$ cat config.mk
export PLATFORM = sky130hd
export DESIGN_NAME = cbx_core
export DESIGN_NICKNAME = d
export VERILOG_FILES = /design/src/hw/cbx_pkg.sv /design/src/hw/cbx_decode.sv /design/src/hw/cbx_core.sv
export VERILOG_INCLUDE_DIRS = /design/src /design/src/hw
export SDC_FILE = /design/constraint.sdc
export NUM_CORES = 1
export LEC_CHECK = 0
export BUFFER_PORTS_ARGS = -buffer_cell sky130_fd_sc_hd__buf_4
export CELL_PAD_IN_SITES_DETAIL_PLACEMENT = 0
export CELL_PAD_IN_SITES_GLOBAL_PLACEMENT = 1
export CORE_MARGIN = 3
export CORE_UTILIZATION = 40
export CTS_CLUSTER_DIAMETER = 40
export DETAILED_ROUTE_END_ITERATION = 10
export GPL_ROUTABILITY_DRIVEN = 0
export HOLD_SLACK_MARGIN = 0.03
export PLACE_DENSITY_LB_ADDON = 0.1
export SYNTH_ARGS = -nofsm -noshare
export SYNTH_HDL_FRONTEND = slang
export SYNTH_SLANG_ARGS = --single-unit
$ cat constraint.sdc
create_clock -name SYS_CLK -period 3.6 [get_ports SYS_CLK]
set_clock_uncertainty 0.15 [all_clocks]
set_input_delay 0.36 -clock SYS_CLK [delete_from_list [all_inputs] [get_ports SYS_CLK]]
set_output_delay 0.36 -clock SYS_CLK [all_outputs]
set_load 0.05 [all_outputs]
$ cat src/hw/cbx_params.svh
`ifndef CBX_PARAMS_SVH
`define CBX_PARAMS_SVH

// ****************************************************************
// Register offsets and field positions
// ****************************************************************
`define CBX_OFF_CTRL 8'h00
`define CBX_OFF_STATUS 8'h04
`define CBX_OFF_PC 8'h08
`define CBX_OFF_WORK 8'h0C
`define CBX_OFF_IR 8'h10
`define CBX_CTRL_RUN 0
`define CBX_CTRL_BANK_LO 8
`define CBX_ST_ZERO 0
`define CBX_ST_OVF 1
`define CBX_ST_NEG 2
`define CBX_ST_PWRDN 3
`define CBX_ST_TMOUT 4

// ****************************************************************
// Reset values
// ****************************************************************
`define CBX_RST_PC 16'h0000
`define CBX_RST_BANK 4'h0
`define CBX_RST_TMOUT 1'b1
`define CBX_RST_PWRDN 1'b1

// ****************************************************************
// Opcode patterns
// ****************************************************************
`define CBX_OPC_JNOV 8'hE5
`define CBX_OPC_JNZ 8'hE1
`define CBX_PFX_JRA 5'h1A
`define CBX_PFX_BSET 4'h8
`define CBX_PFX_TSC 4'hB
`define CBX_PFX_TSS 4'hA
`define CBX_PFX_CPL 6'h07
`define CBX_WORD_WDC 16'h0004
`define CBX_PFX_MOVE2 4'hC
`define CBX_PFX_LONG 6'h3B

// ****************************************************************
// Addressing and sequencing constants
// ****************************************************************
`define CBX_ACC_HIGH_BANK 4'hF
`define CBX_ACC_LOW_BANK 4'h0
`define CBX_FETCH_STEP 16'h0002

`endif

$ cat src/hw/cbx_pkg.sv
`include "cbx_params.svh"

package cbx_pkg;

	// ****************************************************************
	// Types
	// ****************************************************************
	typedef enum logic [3:0] {
		CBX_Q1 = 4'b0001,
		CBX_Q2 = 4'b0010,
		CBX_Q3 = 4'b0100,
		CBX_Q4 = 4'b1000
	} cbx_phase_t;

	typedef enum logic [3:0] {
		CBX_OP_NONE = 4'h0,
		CBX_OP_JNOV = 4'h1,
		CBX_OP_JNZ = 4'h2,
		CBX_OP_JRA = 4'h3,
		CBX_OP_BSET = 4'h4,
		CBX_OP_TSC = 4'h5,
		CBX_OP_TSS = 4'h6,
		CBX_OP_WDC = 4'h7,
		CBX_OP_CPL = 4'h8
	} cbx_op_t;

	typedef struct packed {
		cbx_op_t op;
		logic [10:0] offset;
		logic [2:0] bit_idx;
		logic bank_bit;
		logic dest;
		logic [7:0] faddr;
	} cbx_dec_t;

	typedef struct packed {
		cbx_phase_t phase;
		logic run;
		logic [3:0] bank;
		logic [15:0] pc;
		logic [15:0] ir;
		logic nop;
		logic kill;
		logic [7:0] work;
		logic zero;
		logic ovf;
		logic neg;
		logic pwrdn;
		logic tmout;
		logic take;
		logic skip;
		logic [11:0] faddr;
		logic frd;
		logic fwr;
		logic [7:0] fwdata;
		logic wdclr;
		logic ready;
		logic slverr;
		logic [31:0] prdata;
	} cbx_state_t;

	// ****************************************************************
	// Helpers
	// ****************************************************************
	function automatic logic two_word(input logic [15:0] w);
		return (w[15:12] == `CBX_PFX_MOVE2) || (w[15:10] == `CBX_PFX_LONG);
	endfunction

	function automatic logic uses_file(input cbx_op_t op);
		return (op == CBX_OP_BSET) || (op == CBX_OP_TSC) || (op == CBX_OP_TSS) || (op == CBX_OP_CPL);
	endfunction

endpackage

$ cat src/hw/cbx_decode.sv
`timescale 1ns/1ps
`include "cbx_params.svh"

module cbx_decode (
	// Instruction word
	input wire logic [15:0] word,
	input wire logic valid,
	// Decoded fields
	output cbx_pkg::cbx_dec_t dec
);

	always_comb begin
		dec = '0;
		dec.bit_idx = word[11:9];
		dec.bank_bit = word[8];
		dec.dest = word[9];
		dec.faddr = word[7:0];
		dec.offset = {{3{word[7]}}, word[7:0]};
		dec.op = cbx_pkg::CBX_OP_NONE;
		if (!valid) begin
			dec.op = cbx_pkg::CBX_OP_NONE;
		end else if (word[15:8] == `CBX_OPC_JNOV) begin
			dec.op = cbx_pkg::CBX_OP_JNOV;
		end else if (word[15:8] == `CBX_OPC_JNZ) begin
			dec.op = cbx_pkg::CBX_OP_JNZ;
		end else if (word[15:11] == `CBX_PFX_JRA) begin
			dec.op = cbx_pkg::CBX_OP_JRA;
			dec.offset = word[10:0];
		end else if (word[15:12] == `CBX_PFX_BSET) begin
			dec.op = cbx_pkg::CBX_OP_BSET;
		end else if (word[15:12] == `CBX_PFX_TSC) begin
			dec.op = cbx_pkg::CBX_OP_TSC;
		end else if (word[15:12] == `CBX_PFX_TSS) begin
			dec.op = cbx_pkg::CBX_OP_TSS;
		end else if (word == `CBX_WORD_WDC) begin
			dec.op = cbx_pkg::CBX_OP_WDC;
		end else if (word[15:10] == `CBX_PFX_CPL) begin
			dec.op = cbx_pkg::CBX_OP_CPL;
		end
	end

endmodule

$ cat src/hw/cbx_core.sv
// Functional notes
// - Opcode E5 with offset jumps only when the overflow flag is zero.
// - Opcode E1 with offset jumps only when the zero flag is clear.
// - Conditional jump target is jump address plus two plus twice signed offset.
// - Conditional jump: one cycle untaken, two when taken, second cycle idle.
// - Prefix 11010 with 11-bit offset always jumps, two cycles, flags kept.
// - Prefix 1000 sets the indexed bit of the addressed file register.
// - Bank bit zero selects access bank, one uses bank select register.
// - Prefix 1011 skips the fetched next instruction when tested bit is zero.
// - Prefix 1010 skips the fetched next instruction when tested bit is one.
// - Skip costs one extra cycle, two when the skipped instruction has two words.
// - Word 0004 clears watchdog and postscaler, sets timeout and power-down flags.
// - Prefix 000111 complements the file register into working or file register.
//
// Local design decisions: the address map and register access over APB.
`timescale 1ns/1ps
`include "cbx_params.svh"

module cbx_core (
	// Clock, reset and clock enable
	input wire logic SYS_CLK,
	input wire logic SYS_RST,
	input wire logic CE,
	// APB register slave
	input wire logic PSEL,
	input wire logic PENABLE,
	input wire logic PWRITE,
	input wire logic [7:0] PADDR,
	input wire logic [31:0] PWDATA,
	output logic [31:0] PRDATA,
	output logic PREADY,
	output logic PSLVERR,
	// Program fetch
	output logic [15:0] PROG_ADDR,
	input wire logic [15:0] PROG_DATA,
	// Data file
	output logic [11:0] FILE_ADDR,
	output logic FILE_RD_EN,
	input wire logic [7:0] FILE_RD_DATA,
	output logic FILE_WR_EN,
	output logic [7:0] FILE_WR_DATA,
	// Watchdog
	output logic WATCHDOG_CLEAR
);

	// ****************************************************************
	// State and decode
	// ****************************************************************
	cbx_pkg::cbx_state_t s;
	cbx_pkg::cbx_state_t next_s;
	cbx_pkg::cbx_dec_t dec;
	logic [15:0] disp;
	logic [15:0] jump_target;
	logic [7:0] mask;
	logic [11:0] file_addr;
	logic [2:0] flags;
	logic apb_done;

	cbx_decode u_decode (
		.word(s.ir),
		.valid(!s.nop),
		.dec(dec)
	);

	// Doubling the offset is folded into the shift; the fetch has already moved one word on.
	assign disp = {{4{dec.offset[10]}}, dec.offset, 1'b0};
	assign jump_target = s.pc + disp;
	assign mask = 8'h01 << dec.bit_idx;
	assign file_addr = {(dec.bank_bit ? s.bank : (dec.faddr[7] ? `CBX_ACC_HIGH_BANK : `CBX_ACC_LOW_BANK)),
		dec.faddr};
	assign flags = {s.zero, s.ovf, s.neg};
	assign apb_done = PSEL && PENABLE && s.ready;

	// ****************************************************************
	// Next state
	// ****************************************************************
	always_comb begin
		next_s = s;
		if (PSEL && PENABLE && !s.ready) begin
			next_s.ready = 1'b1;
			next_s.slverr = 1'b0;
			next_s.prdata = '0;
			case (PADDR)
				`CBX_OFF_CTRL: begin
					next_s.prdata[`CBX_CTRL_RUN] = s.run;
					next_s.prdata[`CBX_CTRL_BANK_LO +: 4] = s.bank;
				end
				`CBX_OFF_STATUS: begin
					next_s.prdata[`CBX_ST_ZERO] = s.zero;
					next_s.prdata[`CBX_ST_OVF] = s.ovf;
					next_s.prdata[`CBX_ST_NEG] = s.neg;
					next_s.prdata[`CBX_ST_PWRDN] = s.pwrdn;
					next_s.prdata[`CBX_ST_TMOUT] = s.tmout;
				end
				`CBX_OFF_PC: next_s.prdata[15:0] = s.pc;
				`CBX_OFF_WORK: next_s.prdata[7:0] = s.work;
				`CBX_OFF_IR: next_s.prdata[15:0] = s.ir;
				default: next_s.slverr = 1'b1;
			endcase
		end else if (s.ready) begin
			next_s.ready = 1'b0;
			next_s.slverr = 1'b0;
			if (apb_done && PWRITE && !s.slverr) begin
				case (PADDR)
					`CBX_OFF_CTRL: begin
						next_s.run = PWDATA[`CBX_CTRL_RUN];
						next_s.bank = PWDATA[`CBX_CTRL_BANK_LO +: 4];
					end
					`CBX_OFF_STATUS: begin
						next_s.zero = PWDATA[`CBX_ST_ZERO];
						next_s.ovf = PWDATA[`CBX_ST_OVF];
						next_s.neg = PWDATA[`CBX_ST_NEG];
						next_s.pwrdn = PWDATA[`CBX_ST_PWRDN];
						next_s.tmout = PWDATA[`CBX_ST_TMOUT];
					end
					`CBX_OFF_PC: begin
						// A new counter only takes while halted; the stale prefetch is dropped.
						if (!s.run) begin
							next_s.pc = {PWDATA[15:1], 1'b0};
							next_s.nop = 1'b1;
							next_s.kill = 1'b0;
						end
					end
					`CBX_OFF_WORK: next_s.work = PWDATA[7:0];
					default: ;
				endcase
			end
		end
		// The sequencer follows the bus so that a flag set by an instruction wins over a software write.
		if (s.run) begin
			case (s.phase)
				cbx_pkg::CBX_Q1: begin
					next_s.phase = cbx_pkg::CBX_Q2;
					if (cbx_pkg::uses_file(dec.op)) begin
						next_s.faddr = file_addr;
						next_s.frd = 1'b1;
					end
				end
				cbx_pkg::CBX_Q2: begin
					next_s.phase = cbx_pkg::CBX_Q3;
					next_s.frd = 1'b0;
				end
				cbx_pkg::CBX_Q3: begin
					next_s.phase = cbx_pkg::CBX_Q4;
					case (dec.op)
						cbx_pkg::CBX_OP_JNOV: next_s.take = !s.ovf;
						cbx_pkg::CBX_OP_JNZ: next_s.take = !s.zero;
						cbx_pkg::CBX_OP_JRA: next_s.take = 1'b1;
						cbx_pkg::CBX_OP_BSET: begin
							next_s.fwdata = FILE_RD_DATA | mask;
							next_s.fwr = 1'b1;
						end
						cbx_pkg::CBX_OP_TSC: next_s.skip = !FILE_RD_DATA[dec.bit_idx];
						cbx_pkg::CBX_OP_TSS: next_s.skip = FILE_RD_DATA[dec.bit_idx];
						cbx_pkg::CBX_OP_CPL: begin
							next_s.fwdata = ~FILE_RD_DATA;
							next_s.fwr = dec.dest;
						end
						cbx_pkg::CBX_OP_WDC: next_s.wdclr = 1'b1;
						default: ;
					endcase
				end
				cbx_pkg::CBX_Q4: begin
					next_s.phase = cbx_pkg::CBX_Q1;
					next_s.fwr = 1'b0;
					next_s.wdclr = 1'b0;
					next_s.take = 1'b0;
					next_s.skip = 1'b0;
					if (dec.op == cbx_pkg::CBX_OP_CPL) begin
						if (!dec.dest) begin
							next_s.work = s.fwdata;
						end
						next_s.neg = s.fwdata[7];
						next_s.zero = (s.fwdata == 8'h00);
					end
					if (dec.op == cbx_pkg::CBX_OP_WDC) begin
						next_s.tmout = 1'b1;
						next_s.pwrdn = 1'b1;
					end
					next_s.ir = PROG_DATA;
					if (s.take) begin
						next_s.pc = jump_target;
						next_s.nop = 1'b1;
						next_s.kill = 1'b0;
					end else begin
						next_s.pc = s.pc + `CBX_FETCH_STEP;
						if (s.skip) begin
							next_s.nop = 1'b1;
							next_s.kill = cbx_pkg::two_word(PROG_DATA);
						end else if (s.kill) begin
							next_s.nop = 1'b1;
							next_s.kill = 1'b0;
						end else begin
							next_s.nop = 1'b0;
						end
					end
				end
				default: next_s.phase = cbx_pkg::CBX_Q1;
			endcase
		end
	end

	// ****************************************************************
	// State register
	// ****************************************************************
	always_ff @(posedge SYS_CLK) begin
		if (SYS_RST) begin
			s <= '0;
			s.phase <= cbx_pkg::CBX_Q1;
			s.pc <= `CBX_RST_PC;
			s.bank <= `CBX_RST_BANK;
			s.tmout <= `CBX_RST_TMOUT;
			s.pwrdn <= `CBX_RST_PWRDN;
			s.nop <= 1'b1;
		end else if (CE) begin
			s <= next_s;
		end
	end

	assign PRDATA = s.prdata;
	assign PREADY = s.ready;
	assign PSLVERR = s.slverr;
	assign PROG_ADDR = s.pc;
	assign FILE_ADDR = s.faddr;
	assign FILE_RD_EN = s.frd;
	assign FILE_WR_EN = s.fwr;
	assign FILE_WR_DATA = s.fwdata;
	assign WATCHDOG_CLEAR = s.wdclr;
endmodule

==> out/metrics.yaml <==
route:
  num_vias: 5994
  top_metal_layer_carrying_routed_signals: "met4"
  drcViolationCount: 0
  ant_nets: 0
  dr.first_iter.drc_count: 588
  route.final.wire_length_um: 20500
  routedWlPerCell_um: 19.3
  routed-wl-met2_um: 9280
  routed_via_density: 5.63
  first_pass_iters: 6
  route.met3.wl_um: 1280
  detailed_route_wire_length_on_metal_1_um: 9570
power_and_ir_drop:
  power.ir.vdd_worst_uv: 207
  power_leakage_nw: 2.78
  power_per_cell_area_nw_per_um2: 322
  total_power_mw: 2.35
clock_network:
  ctsHtreeMaxLevel: 3
  deepest_clock_path_buffer_count: 2
  clk_latency_ns: 0.35
  post_cts_hold_buffer_count: 0
  clkSlewWorstSetupHoldPaths_ns: 0.07
  cts_setup_buffers: 0
  cts.sinks: 99
  cts_made_buffers: 9
  tritoncts: "built"
  clk_root_buffer_cell: "clkbuf_16"
  postCtsResizedCells: 0
logic_synthesis:
  synth-edff-count: 0
  synth-seq-area-share: 0.316
  postSynthAreaPerCell_um2: 7.87
  post_synthesis_cells: 798
  ys.warnings.count: 0
  synth.cell_area_um2: 6280
  netlist.top_cell.by_area: "dfxtp_1"
  synth.ff_latch_count: 99
  postSynth.topFlopCell: "dfxtp_1"
  yosysUniqueCellTypes: 71
  ys_top_cells_by_area: "dfxtp_1 (32%), buf_4 (8.1%), a21oi_1 (6.2%), nor2_1 (5.1%), mux2i_1 (4.9%)"
  async_s_r_ff_share_synth: 0
  synth.top_cell.area_share: 0.316
timing:
  fmaxAchievable_ghz: 0.301
  timing.final.hold_violations: 0
  slew_violations: 0
  min_period_over_period: 0.922
  rsz_0062_raised_after_global_routing: "no"
  worst_slew_margin_relative_to_its_limit: 0.426
  final_period_minus_worst_setup_slack_ns: 3.32
  worst_pin_slew_ns: 0.858
  timing.setup.tns_ns: 0
  holdWs_ns: 0.102
  setup_ws_ns: 0.282
  finalSetupViolations: 0
critical_path:
  worst-r2r-setup-slack_ns: 0.28
  critPathLaunchType: "register"
  critical_path.endpoint: "PROG_ADDR[14]"
  crit_path_cell_trace: "and3b_2 > nand2_1 > nor2_1 > nand2_1 > a21boi_1 > ha_2 > a2111oi_1 > a22oi_1 > a41oi_1 > o22ai_1 > or4_1 > a21oi_1 > a2111oi_2"
  cp_data_arrival_time_ns: 3.37
  reg2reg_to: "PROG_ADDR[14]"
  timing.critical_path.mode_cell: "nand2_1"
  cp.buffers_inverters: 0
  critical_path_required_ns: 3.65
  peak_per_stage_delay_on_the_critical_path_ns: 0.41
  path_delay_family: "compound AO/OA/AOI/OAI gates"
  cp.depth: 13
  cp-startpoint: "s[85]"
  critPathKind: "register to register"
  timing.critical_path.slowest_stage_cell: "or4_1"
  critPathMaxFanout: 6
  worst-r2r-cell-count: 13
  timing.rr.start: "s[85]"
  worst_setup_path_end_kind: "register"
global_routing:
  grtUsageTotal: 0.228
  grt_overflow_total: 0
  wire_length_of_the_first_global_routing_pass_um: 31400
  grt_start_max_net_pins: 80
  number_of_global_route_vias_before_repair: 5617
  grt_antenna_before_repair: 0
floorplan:
  design.die.area_um2: 17200
  rows: 45
  initial_core_util: 0.411
  ioPinCount: 143
  chipWidth_um: 131
  die_h_um: 131
  design.core.area_um2: 15300
run_status:
  run_status: "completed"
placed_design:
  dpl_worst_slack_ns: 0.155
  detailed_place.area_um2: 6950
  buffer_ports.inserted: 110
  place_hpwl_um: 15800
  dpl.cell_count: 1048
final_layout:
  final_design_area_no_fill_um2: 7290
  final-instance-count-excl-fill: 1064
  layout.filler_cells: 1531
  syn_to_final_growth_pct: 16.1
  mostFrequentLayoutCells: "buf_4 (139), dfxtp_1 (99), nor2_1 (86)"
  design.final.nets: 933
  postLayoutCoreUtil: 0.478
  fraction_of_layout_instances_using_a_drive_strength_above_1: 0.205
  seqCellArea_um2: 1980
  most_common_cell_after_layout_fill_and_taps_aside: "buf_4"
  multiInputGateArea_um2: 3620
  insertedDiodeCount: 0
worst_hold_path:
  hold_class: "input pin to register"
flow_run:
  drv_cap: 0
metal layers:
layer,global-route usage,up-vias
met3,0.0368,25
li1,-,2899
met4,0.0694,0
met1,0.314,2853
met5,0,-
met2,0.368,217
flip-flops by register name, summed over array words and instances, names as in the netlist:
register / count
s: 39
WATCHDOG_CLEAR: 1
flags: 3
PROG_ADDR: 16
PRDATA: 16
FILE_WR_DATA: 8
FILE_WR_EN: 1
FILE_ADDR: 12
PREADY: 1
FILE_RD_EN: 1
PSLVERR: 1
worst min-delay path by stage:
stage	startpoint	to	slack, ns	depth (start not counted)
finish	PROG_DATA[5]	s[79]	0.10	3
detailed placement	FILE_ADDR[3]	FILE_ADDR[3]	0.32	2
global placement	PRDATA[11]	PRDATA[11]	0.32	2
CTS	PROG_DATA[5]	s[79]	0.09	3
floorplan	flags[1]	flags[1]	0.30	2
global route	PROG_DATA[5]	s[79]	0.1	3
Yosys cell counts (all sizes together) (15+ instances only):
| cell type | n |
|---|---|
| a21oi | 79 |
| clkbuf | 35 |
| a22oi | 15 |
| nand2 | 72 |
| nand3 | 21 |
| a211oi | 21 |
| dfxtp | 99 |
| buf | 80 |
| mux2i | 31 |
| nor3 | 18 |
| o21ai | 33 |
| nor2 | 86 |
cell type report:
cell class / count / area share
Timing Repair Buffer: 139 / 0.143
Clock buffer: 11 / 0.0333
Sequential cell: 99 / 0.272
Inverter: 15 / 0.00772
Tap cell: 211 / 0.0362
Clock inverter: 5 / 0.0115
Multi-Input combinational cell: 584 / 0.496
power breakdown:
part / switching [mW] / internal, mW
registers: 0.00275 / 1.10
clock network: 0.440 / 0.631
logic: 0.119 / 0.0593
total: 0.562 / 1.79
cell families after synthesis:
family | Yosys count | synth area share
fa+ha+maj | 15 | 0.0311
xor+xnor | 10 | 0.0139
mux | 34 | 0.0584
simple gates | 283 | 0.226
compound gates | 226 | 0.235
buf+inv | 130 | 0.119
other cells | 1 | 0.000597
flops | 99 | 0.316
tightest hold or removal path: stages:
cell and delay [ns]:
buf_4 0.11, nand2_1 0.04, a21oi_1 0.05
Power figures use the tool's default switching activity.
